## config.mk

```make
export PLATFORM = sky130hd
export DESIGN_NAME = dio_line_stage
export DESIGN_NICKNAME = d
export VERILOG_FILES = /design/src/dio_pkg.sv /design/src/dio_glitch_filter.sv /design/src/dio_line_stage.sv
export VERILOG_INCLUDE_DIRS = /design/src
export SDC_FILE = /design/constraint.sdc
export NUM_CORES = 1
export LEC_CHECK = 0
export BUFFER_PORTS_ARGS = -buffer_cell sky130_fd_sc_hd__buf_2
export CORE_ASPECT_RATIO = 0.9
export CORE_MARGIN = 8
export CORE_UTILIZATION = 35
export CTS_CLUSTER_DIAMETER = 100
export DETAILED_ROUTE_END_ITERATION = 10
export PLACE_DENSITY_LB_ADDON = 0.1
export SETUP_SLACK_MARGIN = 0.05
export SLEW_MARGIN = 20
export SYNTH_ARGS = -nofsm -noshare
export SYNTH_HDL_FRONTEND = slang
export SYNTH_SLANG_ARGS = --single-unit
```

## constraint.sdc

```tcl
create_clock -name pclk -period 4.26 [get_ports pclk]
set_input_delay 0.852 -clock pclk [delete_from_list [all_inputs] [get_ports pclk]]
set_output_delay 0.852 -clock pclk [all_outputs]
set_load 0.005 [all_outputs]
```

## src/dio_consts.svh

```systemverilog
// Purpose: offsets, field positions, reset values and timing counts
// Assumes: 100 MHz pclk
// Notes:   definitions only
`ifndef DIO_CONSTS_SVH
`define DIO_CONSTS_SVH

`define DIO_NLINES      6
`define DIO_NPINS       4
`define DIO_NVIRT       2
`define DIO_NUBITS      8
`define DIO_TW          16
`define DIO_AW          12

`define DIO_OFF_SEL     12'h000
`define DIO_OFF_CFG     12'h004
`define DIO_OFF_GTIME   12'h008
`define DIO_OFF_SWIDTH  12'h00c
`define DIO_OFF_LEVEL   12'h010
`define DIO_OFF_ALL     12'h014
`define DIO_OFF_PICK    12'h018
`define DIO_OFF_BITLVL  12'h01c
`define DIO_OFF_WORD    12'h020
`define DIO_OFF_MASK    12'h024

`define DIO_CFG_DIR     0
`define DIO_CFG_INV     1
`define DIO_CFG_FLT     2
`define DIO_CFG_STR     3
`define DIO_CFG_ORG     4
`define DIO_CFG_W       7

`define DIO_RST_MASK    8'hff

`define DIO_CLK_NS      10
`define DIO_GLITCH_NS   1000
`define DIO_GLITCH_CYC  ((`DIO_GLITCH_NS + `DIO_CLK_NS - 1) / `DIO_CLK_NS)
`define DIO_STRETCH_NS  10000
`define DIO_STRETCH_CYC (`DIO_STRETCH_NS / `DIO_CLK_NS)

`endif

```

## src/dio_pkg.sv

```systemverilog
// Purpose: types shared by the digital line stage
// Assumes: dio_consts.svh on the include path
// Notes:   widths come from the header
`include "dio_consts.svh"

package dio_pkg;

  typedef enum logic [2:0] {
    DIO_ORG_LOW   = 3'h0,
    DIO_ORG_USER  = 3'h1,
    DIO_ORG_TIMER = 3'h2,
    DIO_ORG_COUNT = 3'h3,
    DIO_ORG_QUAD  = 3'h4
  } dio_origin_e;

  typedef struct packed {
    dio_origin_e output_origin;
    logic        stretch_pulse_on;
    logic        glitch_filter_on;
    logic        polarity_invert;
    logic        pin_direction;
  } dio_cfg_s;

  typedef logic [`DIO_TW-1:0] dio_time_t;

  typedef struct packed {
    logic [2:0]                    pin_chooser;
    dio_cfg_s  [`DIO_NLINES-1:0]   cfg;
    dio_time_t [`DIO_NLINES-1:0]   glitch_filter_time;
    dio_time_t [`DIO_NLINES-1:0]   stretch_pulse_width;
    dio_time_t [`DIO_NLINES-1:0]   pcnt;
    logic [`DIO_NLINES-1:0]        prev_src;
    logic [`DIO_NLINES-1:0]        drv;
    logic [`DIO_NPINS-1:0]         oe;
    logic [`DIO_NLINES-1:0]        trig;
    logic [`DIO_NPINS-1:0]         s1;
    logic [`DIO_NPINS-1:0]         s2;
    logic [2:0]                    sw_bit_pick;
    logic [`DIO_NUBITS-1:0]        user_out;
    logic [`DIO_NUBITS-1:0]        sw_bits_write_mask;
    logic                          pready;
    logic                          pslverr;
    logic [31:0]                   prdata;
  } dio_main_s;

  typedef struct packed {
    dio_time_t cnt;
    logic      level;
  } dio_filt_s;

endpackage

```

## src/dio_glitch_filter.sv

```systemverilog
// Purpose: one input debounce filter
// Assumes: din already synchronised and polarity corrected
// Notes:   a level must hold len cycles before it is passed on
module dio_glitch_filter
  import dio_pkg::*;
(
  input  wire logic         pclk,
  input  wire logic         presetn,
  input  wire logic         din,
  input  wire logic         en,
  input  wire dio_pkg::dio_time_t len,
  output logic              dout
);
  import dio_pkg::*;

  dio_filt_s q;
  dio_filt_s next_q;

  always_comb
  begin
    next_q = q;
    if (!en || din == q.level)
    begin
      next_q.cnt = '0;
      if (!en)
        next_q.level = din;
    end
    else if (q.cnt + 16'h0001 >= len)
    begin
      next_q.level = din;
      next_q.cnt   = '0;
    end
    else
    begin
      next_q.cnt = q.cnt + 16'h0001;
    end
  end

  always_ff @(posedge pclk or negedge presetn)
  begin
    if (!presetn)
      q <= '0;
    else
      q <= next_q;
  end

  assign dout = q.level;
endmodule // dio_glitch_filter

```

## src/dio_line_stage.sv

```systemverilog
// Purpose: digital line stage with APB register access
// Assumes: pin_in is asynchronous, event inputs share pclk
// Notes:   lines 0..3 are pins, lines 4..5 are virtual lines
//
// Summary of operation
// - software chooses which line, pin or virtual, the line registers address
// - each physical line has a direction bit: input or output
// - polarity invert flips the chosen line, for inputs and outputs alike
// - pin level reads the present state of the chosen line
// - all levels reads every line state at the moment of reading
// - output origin picks the internal signal that drives an output line
// - origins include timer done, count done and encoder step events
// - an event routed directly may last just one clock
// - glitch filter enable switches the debounce filter in or out
// - the filter discards levels shorter than the glitch filter time
// - a validated input is delayed by the glitch filter time
// - stretch enable overrides the output with a pulse on origin rise
// - the stretch pulse stays active for the programmed stretch width
// - the bit pick chooses which user output bit a bit write hits
// - a bit level write sets the picked user output bit
// - a word write updates the user output bits enabled in the write mask in one access
// - the write mask is applied to the word before storing
module dio_line_stage
  import dio_pkg::*;
(
  input  wire logic                    pclk,
  input  wire logic                    presetn,
  input  wire logic                    psel,
  input  wire logic                    penable,
  input  wire logic                    pwrite,
  input  wire logic [`DIO_AW-1:0]      paddr,
  input  wire logic [31:0]             pwdata,
  output logic                         pready,
  output logic                         pslverr,
  output logic [31:0]                  prdata,
  input  wire logic [`DIO_NPINS-1:0]   pin_in,
  output logic [`DIO_NPINS-1:0]        pin_out,
  output logic [`DIO_NPINS-1:0]        pin_oe,
  input  wire logic [`DIO_NVIRT-1:0]   virt_in,
  output logic [`DIO_NVIRT-1:0]        virt_out,
  input  wire logic                    timer_done_event,
  input  wire logic                    count_done_event,
  input  wire logic                    quad_step_event,
  output logic [`DIO_NLINES-1:0]       trig_level,
  output logic [`DIO_NUBITS-1:0]       user_out
);
  import dio_pkg::*;

  localparam dio_main_s RST = '{
    glitch_filter_time:  {`DIO_NLINES{16'(`DIO_GLITCH_CYC)}},
    stretch_pulse_width: {`DIO_NLINES{16'(`DIO_STRETCH_CYC)}},
    sw_bits_write_mask:  `DIO_RST_MASK,
    default:             '0
  };

  dio_main_s q;
  dio_main_s next_q;

  logic [`DIO_NLINES-1:0] raw;
  logic [`DIO_NLINES-1:0] in_cond;
  logic [`DIO_NLINES-1:0] filt_out;
  logic [`DIO_NLINES-1:0] src;
  logic [`DIO_NLINES-1:0] lvl;
  logic                   setup;
  logic                   wr_done;

  function automatic logic dio_hit(input logic [`DIO_AW-1:0] a,
                                   input logic [`DIO_AW-1:0] off);
    return a == off;
  endfunction

  function automatic logic dio_mapped(input logic [`DIO_AW-1:0] a);
    return dio_hit(a, `DIO_OFF_SEL)    || dio_hit(a, `DIO_OFF_CFG)    ||
           dio_hit(a, `DIO_OFF_GTIME)  || dio_hit(a, `DIO_OFF_SWIDTH) ||
           dio_hit(a, `DIO_OFF_LEVEL)  || dio_hit(a, `DIO_OFF_ALL)    ||
           dio_hit(a, `DIO_OFF_PICK)   || dio_hit(a, `DIO_OFF_BITLVL) ||
           dio_hit(a, `DIO_OFF_WORD)   || dio_hit(a, `DIO_OFF_MASK);
  endfunction

  function automatic logic dio_origin(input dio_origin_e o,
                                      input logic       ubit,
                                      input logic       tmr,
                                      input logic       cnt,
                                      input logic       quad);
    logic r;
    r = 1'b0;
    case (o)
      DIO_ORG_USER:  r = ubit;
      DIO_ORG_TIMER: r = tmr;
      DIO_ORG_COUNT: r = cnt;
      DIO_ORG_QUAD:  r = quad;
      default:       r = 1'b0;
    endcase
    return r;
  endfunction

  assign setup   = psel && !penable;
  assign wr_done = psel && penable && q.pready && pwrite;
  assign raw     = {virt_in, q.s2};

  genvar g;
  generate
    for (g = 0; g < `DIO_NLINES; g++)
    begin : g_line
      assign in_cond[g] = raw[g] ^ q.cfg[g].polarity_invert;
      assign src[g] = dio_origin(q.cfg[g].output_origin,
                                 q.user_out[g],
                                 timer_done_event,
                                 count_done_event,
                                 quad_step_event);
      assign lvl[g] = q.cfg[g].pin_direction ? q.drv[g] : in_cond[g];

      dio_glitch_filter u_filt (
        .pclk    (pclk),
        .presetn (presetn),
        .din     (in_cond[g]),
        .en      (q.cfg[g].glitch_filter_on),
        .len     (q.glitch_filter_time[g]),
        .dout    (filt_out[g])
      );
    end
  endgenerate

  always_comb
  begin
    next_q = q;
    next_q.s1 = pin_in;
    next_q.s2 = q.s1;
    next_q.prev_src = src;

    // line datapath
    for (int l = 0; l < `DIO_NLINES; l++)
    begin
      if (q.cfg[l].stretch_pulse_on && src[l] && !q.prev_src[l])
        next_q.pcnt[l] = q.stretch_pulse_width[l];
      else if (q.pcnt[l] != '0)
        next_q.pcnt[l] = q.pcnt[l] - 16'h0001;
      if (q.cfg[l].stretch_pulse_on)
        next_q.drv[l] = (next_q.pcnt[l] != '0)
                        ^ q.cfg[l].polarity_invert;
      else
        next_q.drv[l] = src[l] ^ q.cfg[l].polarity_invert;
      next_q.trig[l] = q.cfg[l].glitch_filter_on ? filt_out[l]
                                                 : in_cond[l];
    end
    for (int p = 0; p < `DIO_NPINS; p++)
      next_q.oe[p] = q.cfg[p].pin_direction;

    // bus answer, one access cycle
    next_q.pready  = setup;
    next_q.pslverr = 1'b0;
    next_q.prdata  = '0;
    if (setup)
    begin
      next_q.pslverr = !dio_mapped(paddr) ||
        (pwrite && dio_hit(paddr, `DIO_OFF_SEL) &&
         pwdata[31:0] >= 32'(`DIO_NLINES));
      if (!pwrite)
      begin
        if (dio_hit(paddr, `DIO_OFF_SEL))
          next_q.prdata[2:0] = q.pin_chooser;
        if (dio_hit(paddr, `DIO_OFF_CFG))
          next_q.prdata[`DIO_CFG_W-1:0] = q.cfg[q.pin_chooser];
        if (dio_hit(paddr, `DIO_OFF_GTIME))
          next_q.prdata[`DIO_TW-1:0] = q.glitch_filter_time[q.pin_chooser];
        if (dio_hit(paddr, `DIO_OFF_SWIDTH))
          next_q.prdata[`DIO_TW-1:0] = q.stretch_pulse_width[q.pin_chooser];
        if (dio_hit(paddr, `DIO_OFF_LEVEL))
          next_q.prdata[0] = lvl[q.pin_chooser];
        if (dio_hit(paddr, `DIO_OFF_ALL))
          next_q.prdata[`DIO_NLINES-1:0] = lvl;
        if (dio_hit(paddr, `DIO_OFF_PICK))
          next_q.prdata[2:0] = q.sw_bit_pick;
        if (dio_hit(paddr, `DIO_OFF_BITLVL))
          next_q.prdata[0] = q.user_out[q.sw_bit_pick];
        if (dio_hit(paddr, `DIO_OFF_WORD))
          next_q.prdata[`DIO_NUBITS-1:0] = q.user_out;
        if (dio_hit(paddr, `DIO_OFF_MASK))
          next_q.prdata[`DIO_NUBITS-1:0] = q.sw_bits_write_mask;
      end
    end

    // register writes take effect on the completing edge
    if (wr_done && !q.pslverr)
    begin
      if (dio_hit(paddr, `DIO_OFF_SEL))
        next_q.pin_chooser = pwdata[2:0];
      if (dio_hit(paddr, `DIO_OFF_CFG))
        next_q.cfg[q.pin_chooser] = dio_cfg_s'(pwdata[`DIO_CFG_W-1:0]);
      if (dio_hit(paddr, `DIO_OFF_GTIME))
        next_q.glitch_filter_time[q.pin_chooser] = pwdata[`DIO_TW-1:0];
      if (dio_hit(paddr, `DIO_OFF_SWIDTH))
        next_q.stretch_pulse_width[q.pin_chooser] = pwdata[`DIO_TW-1:0];
      if (dio_hit(paddr, `DIO_OFF_PICK))
        next_q.sw_bit_pick = pwdata[2:0];
      if (dio_hit(paddr, `DIO_OFF_BITLVL))
        next_q.user_out[q.sw_bit_pick] = pwdata[0];
      if (dio_hit(paddr, `DIO_OFF_WORD))
        next_q.user_out = (q.user_out & ~q.sw_bits_write_mask) |
                          (pwdata[`DIO_NUBITS-1:0] &
                           q.sw_bits_write_mask);
      if (dio_hit(paddr, `DIO_OFF_MASK))
        next_q.sw_bits_write_mask = pwdata[`DIO_NUBITS-1:0];
    end
  end

  always_ff @(posedge pclk or negedge presetn)
  begin
    if (!presetn)
      q <= RST;
    else
      q <= next_q;
  end

  assign pready     = q.pready;
  assign pslverr    = q.pslverr;
  assign prdata     = q.prdata;
  assign pin_out    = q.drv[`DIO_NPINS-1:0];
  assign pin_oe     = q.oe;
  assign virt_out   = q.drv[`DIO_NLINES-1:`DIO_NPINS];
  assign trig_level = q.trig;
  assign user_out   = q.user_out;
endmodule // dio_line_stage

```

[After elaboration in Yosys (flattened, before gate mapping)]
Cells that the tools add are included.
Widths: inputs -> output; s select.
Cells by class
  $add $sub $neg: 12
  order comparisons: 11
  reduce and logical (&&, ||, !) cells: 79
  bitwise gates (word level): 22
  shift-type cells: 0
  multiply operators: 0
  muxes and demuxes: 89
  equal/unequal tests: 39
  divide/modulo/power cells: 0
Operators with widths (number)
  $mux 16: 25
  $bwmux 96: 2
  $reduce_bool 16->1: 12
  $mux 17: 6
  $add 16x1->16 const B: 6
  $bmux 16 s3: 2
  $ge 16x16->1: 6
  $sub 16x1->16 const B: 6
  $demux 16 s3: 1
  $eq 12x5->1 const B: 4
  $bwmux 42: 1
  $eq 3x2->1 const B: 12
  $ge 32x3->1 const B: 1
  $mux 8: 4
  $mux 1: 30
  $eq 12x4->1 const B: 2
  $eq 12x6->1 const B: 2
  $pmux 1 s4: 6
  $bmux 7 s3: 1
  $demux 7 s3: 1
  $logic_and 1x1->1: 21
  $mux 7: 3
  $eq 3x1->1 const B: 6
  $eq 3x3->1 const B: 6
  other kinds (18): 86
Storage, ports and cells
  output and inout port bits: 58
  logic and storage cells: 325
  bits in writable memories: 0
  register bits: 502
  input bits: 58
  memories: 0
  bits in read-only memories: 0
  latch bits: 0

[Depth between registers and ports, before layout]
Gate-level depths: netlist (run 1).
  depth in word-level cells: 13
  mapped depth: 15
  mapped depth without buffers: 14

[Cells and area by module]
Synthesis (run 1) repeated with hierarchy kept, for this count alone.
Second synthesis, totals
  cell total of the unflattened synthesis: 2752
  area, all modules: 28414.8 µm²
By module, submodules not included
  dio_line_stage: seq. area each 10087.2 µm², instances 1, area each 20727.4 µm², cells an instance 1960
  dio_glitch_filter: seq. area each 425.4 µm², instances 6, area each 1281.2 µm², cells an instance 132

[Worst setup path after synthesis (run 1)]
No wires, ideal clock.
  kind: input to register
  from: input port paddr[9]
  to: register q[406] (netlist bit)
  required time: 4.135 ns
  data arrival time: 3.158 ns
  path buffers: 2
  stages: 7
  library setup time: 0.125 ns
  slack: 0.977 ns
  cell sequence: or4_1 -> or4_1 -> clkbuf_1 -> or3_1 -> clkbuf_1 -> nor2_1 -> mux2_2
Between the ends
  cells in the longest elaborated chain, start to end: 2
Ends and longest elaborated chain
  from (decl): line dio_line_stage.sv:31  | input wire logic [`DIO_AW-1:0] paddr,
  $eq 12x3->1: line dio_line_stage.sv:69  | return a == off;
  $reduce_and 2->1 (no line)
  to (signal assigned): line dio_line_stage.sv:212  | q <= next_q;
  to (decl): line dio_line_stage.sv:56  | dio_main_s q;
No other way between the ends.
A chain may end at the register's enable or synchronous reset.

==> results list, run 1 <==
- CP cell instances: inv_1, or3_1, buf_4, buf_4, o22ai_1, nor2_1, a31oi_1, o21ai_0, mux2i_1, a21oi_1
* Placed instance count: 3731
- Library cell with the largest summed area after synthesis: dfrtp_1
- Top area cells in the synthesized netlist: dfrtp_1 40%, mux2_2 11%, dfstp_2 5.9%
- Critical Setup Path Class: reg -> reg
- For this design, the slowest cell found on the critical path is or3_1.
- Vias post-DR: 21100
- Setup repair after global routing left no endpoint under its margin.
- Syn Inst Count: 2682
* Multiplexer share of the synthesized area: 13.2%
* Most common library cell in the layout ignoring fill and taps: dfrtp_1
* Post_cts resized: 0
* Commonest cells after routing, fill and taps aside: 438 x dfrtp_1, 278 x mux2_2, 161 x nor2_1
* Adder-Cell Fraction of Synth Area: approximately 5.1%
* Category of the worst setup path launch point: flop
- In the global route stage, overall resource usage came out at 19.9%.
- The synthesized design devotes to its leading area cell type 39.6% of total area.
- After clock tree synthesis, the clock-pin slew on the worst setup and hold paths is 0.06 ns.
* Iteration-0 DRC count of the detailed router: 1650
- Max-cap violations: 0
* Arrival @ worst endpoint: around 4.0 ns
- CTS saw around 500 sinks.
* Post-route DRC: 0
* Top routing layer in use: met4
- Number of endpoints with negative hold slack in the final report: 0
* I/O pin cnt: approximately 120
- Fraction of synthesized cell area in xor and xnor cells: 4.79%
* Count of yosys warnings during synthesis: 0
- The routed design uses 5.25 mm of met3 wire.
- Clock latency on the worst-skew pair, taken at its later pin, is 0.64 ns.
- Compared with the post-synthesis result, the final layout area differs by 12.6%.
* Total of hold buffers inserted after clock tree synthesis: 0
* Average footprint of a synthesized cell: 10.4 um^2
* IO Port Bufs: 99
- Summed over all failing endpoints, the final setup total negative slack is 0 ns.
* Period Utilization, post-route: 82.6%
* Leftover overflow at the end of global routing: 0
- RD Place Congestion: 0.858
* Combinational family with the most area after synthesis: simple AND/OR/NAND/NOR gates
- Among all flip-flop cells after synthesis, the most frequent one is dfrtp_1.
* Shortest period the worst path allows: 3.52 ns
- Entering global routing, the biggest net connects approximately 100 pins.
* Pwr Density: around 330 nW/um^2
- Initial Utilization: 35.2%
* Share of the core filled with cells: 39.6%
* Sequential share of the synthesized area: 45.4%
- Share of the synthesized area in compound gates (AO/OA/AOI/OAI): between 10% and 20%
* Measured slew at the worst slew-check pin: approximately 0.96 ns
* Antenna-violating nets left: 0
- Level count of the clock H-tree: 2
- For this run, the top clock speed supported by timing is around 280 MHz.
- Combined area of the multi-input logic cells: about 14000 um^2
- Detail Placement HPWL: 66.3 mm
- Of all flip-flops after synthesis, the portion carrying an async set or reset was 100%.
* Row cnt: 98
- The number of setup buffers added after CTS is 0.
* WP buf/inv: 3
- Mapped cell area: 27800 um^2
- Relative slew slack: 36.1%
- Die H: 283 um
- #FFs+latches synth: ~500
- The worst setup path is captured at a flop.
* Critical path's top delay family: compound AO/OA/AOI/OAI gates
- Critical path peak fanout: 27
- CTS tree: yes
- The via count of the first global-routing pass was 21300.
* Clock skew after layout: just under 0.03 ns
- Counting the fill cells in the layout gives 7780.
- Data on the critical path is required at its endpoint by ~4.7 ns.
- The first global-routing pass estimated 137 mm of wire.
* Final Net Count: 2913
* M1 wire length: roughly 44 mm
- After detailed routing, the average wire length per cell comes to 23.6 um.
* Cell with the most instances on the worst path: buf_4
- Number of synthesized flops with an enable pin: 0
- Registers take 12600 um^2.
* Critical Path Max Stage Delay: between 0.6 and 0.7 ns
- CTS Buffer Depth: 3
- Of the total synthesized cell area, the portion taken by AND, OR, NAND and NOR gates is 15.4%.
* Count of placed standard cells in the final layout, fillers left out: 3843
- The routed design uses 39.4 mm of met2 wire.
* Post-synth cell types: a little over 70
- Min-delay worst type: in -> async
- Of the cells placed in the final design, the portion with a size suffix greater than 1 is 22.4%.
- The run finished with clean final reports.
- Static power due to leakage: around 14 nW
- Setup violations remaining at the end of the flow were counted as 0.
* X dimension of the die: 313 um
- The total area inside the core boundary comes to 79100 um^2.
- Pins Over Slew Limit: 0
* Clock buffers created by TritonCTS: 58
* Clock root buffer: clkbuf_16
- Wires add up to 90.7 mm.
- VDD sags by at most 285 uV.
- Length of the first detailed-routing pass in iterations: 5
- The die covers 88800 um^2.
- Via-per-instance ratio: 5.48
- The initial antenna violation count was 4.
==> metal layers <==
layer	vias to the layer above	track usage [%]
met5	-	0
met4	0	4.83
met3	105	3.54
met2	563	29.9
met1	10600	29.5
li1	9751	-
==> final cells by class <==
type / instances / share of cell area [%]
antenna: 2 / 0.0160
clock buffer: 84 / 5.36
clock inverter: 26 / 0.978
inverter: 139 / 1.67
multi-input combinational: 1881 / 44.2
sequential: 502 / 40.4
tap: 1050 / 4.19
timing repair buffer: 159 / 3.25
==> path summary, 6_finish.rpt <==
check	from	endpoint	slack, ns	cells after the start
max in group asynchronous	presetn	q[110]	2.84	2
max reg2reg	q[414]	prdata[1]	0.74	10
min	presetn	q[173]	0.27	1
max	q[414]	prdata[1]	0.74	10
min reg2reg	next_q[54]	q[54]	0.35	0
min in group pclk	pin_in[1]	next_q[54]	0.33	1
==> flip-flops by register name, indices dropped and copies added, names as in the netlist, named ones only <==
register,cells
pslverr,1
g_line.u_filt.dout,6
g_line.u_filt.q,96
pin_oe,4
q,350
prdata,16
pin_out,4
trig_level,6
virt_out,2
pready,1
next_q,8
==> power breakdown <==
group / leakage [nW] / switching [mW] / total, mW / internal, mW
Clock: 0.980 / 2.12 / 5.21 / 3.09
Combinational: 6.26 / 0.234 / 0.286 / 0.0519
Sequential: 6.56 / 0.00700 / 4.79 / 4.78
Total: 13.8 / 2.36 / 10.3 / 7.93
==> logic make-up (layout without fill, tap and decap cells) <==
group                    Yosys count  after routing
other                              1             18
adder cells (fa/ha/maj)          114            114
flip-flops                       502            502
buffers and inverters            314            408
multiplexers                     332            332
AO/OA/AOI/OAI                    473            473
XOR/XNOR                         152            152
AND/OR/NAND/NOR                  794            794
==> per-stage QoR <==
stage / hold WS (ns) / worst slack [ns] / cell area (um^2) / power [mW]
final: 0.268 / 0.739 / 31300 / 10.3
after global routing: 0.306 / 0.423 / 31300 / 10.6
after CTS: 0.289 / 0.788 / 31300 / 10.4
after detailed placement: 0.336 / 0.519 / 29300 / 5.16
after global placement: 0.336 / 0.579 / 29300 / 5.16
after floorplan: 0.331 / 0.977 / 27900 / 4.94
==> cells in the mapped netlist (all sizes together), types with 7 or more instances <==
cell,n
dfrtp,440
mux2,278
nor2,162
inv,139
nand2,138
o21ai,125
ha,114
clkbuf,101
nor2b,95
xnor2,92
a21oi,76
buf,74
nor3,64
nor4,63
dfstp,62
xor2,60
nand3,59
mux2i,54
o22ai,49
a21o,45
a31oi,37
nand4,35
or4,30
o221ai,22
nand2b,20
nand3b,20
or3,20
and3,18
o211ai,18
o31ai,18
o21a,16
and4,14
or2,14
o41ai,10
and2,9
nand4b,8
a221oi,7
nor3b,7
o31a,7
==> worst reg2reg max path, cell delays in order (launching register included) <==
cell and delay (ns):
dfrtp_2 0.66, inv_1 0.19, or3_1 0.69, buf_4 0.35
buf_4 0.20, o22ai_1 0.31, nor2_1 0.10, a31oi_1 0.31
o21ai_0 0.23, mux2i_1 0.17, a21oi_1 0.13
(Power assumes the default switching activity.)
==> inputs of run 2 (changes only) <==
==> constraint.sdc (replaced) <==
create_clock -name pclk -period 3.38 [get_ports pclk]
set_input_delay 0.676 -clock pclk [delete_from_list [all_inputs] [get_ports pclk]]
set_output_delay 0.676 -clock pclk [all_outputs]
set_load 0.005 [all_outputs]
==> run 2 against run 1 <==
Net effect: global-route usage is 0.39 points higher; final cell count rose by 1.2%; utilization rose by 0.60 points; worst hold slack worse by 0.23 ns; sequential share of layout area fell by 0.60 points; sequential power up 26%; critical endpoint is now pin_out[0]; highest routed layer unchanged.
==> results list, run 2 (synthesis results as in run 1) <==
* Vias post-DR: 21300
- Traced cell by cell, the critical path runs through inv_1, ha_1, or3b_1, o31ai_1, a31oi_1, or4_1, or4_1, o32ai_2, xnor2_1.
* Static power due to leakage: 14.1 nW
- Leaving out fill and tap cells, the most frequent cell in the layout is dfrtp_1.
- CTS Buffer Depth: 3
- Detail Placement HPWL: 67.9 mm
* Part of the power in registers: 46.1%
- Per report_power, the combinational group accounts for 2.8% of the total.
* Power Internal: 10.2 mW
- By instance count, the cell type seen most on the critical path is or4_1.
- For this configuration, the core starts out at a cell density of 35.2%.
- In this run the worst hold path is classified as in -> async.
- Total power consumption of the routed design: about 13 mW
- RD Place Congestion: 0.891
- Setup repair after global routing missed its margin: false
- Net switching power of the design: 2.95 mW
- Along the worst path, the maximum fanout reaches 7.
- The worst setup path is captured at a flop.
- The worst setup path is launched from a flop.
- Clock-pin slew was measured on the worst setup and hold paths at 0.06 ns.
- Global routing used 20.3% of the available tracks.
- Area overhead of the layout relative to synthesis: 14.4%
- In the final routed layout, each cell accounts on average for 23.7 um.
- Max-cap violations: 0
* F_max: about 310 MHz
* Die H: 283 um
- Pins Over Slew Limit: 0
* Pwr Density: 412 nW/um^2
- Worst slack at placement: a little under 0.02 ns
- The root buffer cell chosen for the clock tree is clkbuf_16.
* CTS tree: yes
* Critical Setup Path Class: reg -> reg
- Of the total power, the share spent switching nets is 22.5%.
- The H-tree was split into 2 levels.
- The clock reaches the later pin of the worst-skew pair after around 0.63 ns.
* Drt total wl: 92.2 mm
- Initial antenna violation count: 2
- Total number of clock tree sinks: 502
- Die Area: 88800 um^2
* Worst hold margin: approximately 0.043 ns
* Total of hold buffers inserted after clock tree synthesis: 0
* Clock network power share: a little over 50%
- Clock buffers created by TritonCTS: 59
- Area of the core: 79100 um^2
- The largest single stage delay on the critical path is approximately 0.55 ns.
* Total negative slack: 0 ns
* Number of endpoints with negative hold slack in the final report: 0
* Maximum number of pins on one net before global-route repair: between 70 and 80
- In this run, the number of DRC markers left after iteration 0 of detailed routing was 1532.
* Via count of the first global-routing pass: 21700
- In the layout the commonest cells are 437 x dfrtp_1, 278 x mux2_2, 161 x nor2_1.
- In this run the count of I/O pins placed on the die edge is 116.
- Length of the first detailed-routing pass in iterations: 5
* IR Drop Worst-Case VDD: 331 uV
* Shortest period the worst path allows: 3.19 ns
- The net count of the finished layout is 2959.
* Period Utilization, post-route: 94.3%
- The total overflow left after global routing is 0.
- Share of the core filled with cells: 40.2%
* Fraction of final layout cells with drive strength greater than 1: 23.8%
- Arrival @ worst endpoint: 3.72 ns
* Highest-delay cell along the critical path: or4_1
- Measured along the x axis, the die boundary spans 313 um.
- Wire length of the first global-routing pass: 140 mm
- Worst path setup slack after routing: between 0.15 and 0.2 ns
- Status: finished, final reports clean
* Relative slew slack: 38.8%
* Antenna-violating nets left: 0
- After detailed routing, the number of remaining DRC violations is 0.
* Via-per-instance ratio: 5.47
- Largest register FFs: 350
* IO Port Bufs: 99
* Final setup violating endpoints: 0
* Measured slew at the worst slew-check pin: 0.919 ns
- The initialized floorplan defines ~100 standard-cell rows.
* Clock skew after layout: 0.0189 ns
* Required time of the worst setup path: 3.92 ns
* Most flops, register: q
## run 2: changes by cell type in the layout (fill, tap and decap cells not counted), moves of 2 or more
| cell | before | now |
|---|---|---|
| buf_4 | 55 | 96 |
| buf_12 | 5 | 9 |
| clkbuf_16 | 58 | 61 |
| clkinvlp_4 | 3 | 0 |
| clkbuf_1 | 13 | 15 |
| nor3b_1 | 7 | 5 |
| nor3b_2 | 0 | 2 |
| nor4_1 | 61 | 59 |
| nor4_2 | 0 | 2 |
## run 2: what timing repair did
| item | in CTS | in global routing |
|---|---|---|
| gates cloned | 0 | 0 |
| setup buffers | 2 | 1 |
| endpoints found under the hold margin | 0 | 0 |
| resized for setup | 0 | 8 |
| endpoints found under the setup margin | 1 | 27 |
| pin swaps | 1 | 3 |
## run 2: final timing paths
check	startpoint	to	slack [ns]	cells after the start
setup reg to reg	q[83]	pin_out[0]	0.19	9
max in group asynchronous	presetn	q[214]	2.41	2
min in group pclk	pin_in[1]	next_q[54]	0.16	1
hold / removal	presetn	q[169]	0.04	1
hold reg to reg	next_q[53]	q[53]	0.35	0
setup / recovery	q[83]	pin_out[0]	0.19	9
## run 2: per-layer routing
layer | global-route usage (%) | routed length, um
met1 | 30.2 | 45100
met2 | 30.5 | 40000
met3 | 2.73 | 4590
met4 | 5.80 | 2540
met5 | 0 | 0
## run 2: worst max-delay path: cells and delay by family (launching register included)
family          cells  cell delay [ns]
simple gates        3             1.49
compound gates      3             0.66
flops               1             0.41
fa+ha+maj           1             0.27
xor+xnor            1             0.15
buf+inv             1             0.13
## run 2: cell type report
cell class | count | area [um^2]
sequential | 502 | 12600
multi-input combinational | 1881 | 13900
inverter | 139 | 522
clock buffer | 90 | 1780
clock inverter | 21 | 263
fill | 7779 | 47300
antenna | 2 | 5.00
tap | 1050 | 1310
timing repair buffer | 204 | 1410
## run 2: through the flow
| stage | cell area, um^2 | std cells |
|---|---|---|
| after global placement | 29700 | 3773 |
| after detailed placement | 29700 | 3773 |
| after floorplan | 27900 | 2697 |
| after global routing | 31800 | 3887 |
| after CTS | 31800 | 3886 |
| final | 31800 | 3889 |
## run 2: power by group through the flow
stage	clock network, mW	logic, mW	registers [mW]
6_report	6.70	0.364	6.04
5_1_grt	7.12	0.401	6.03
4_1_cts	6.89	0.372	6.04
3_5_place_dp	0	0.372	6.14
3_3_place_gp	0	0.369	6.14
2_1_floorplan	0	0.0913	6.14
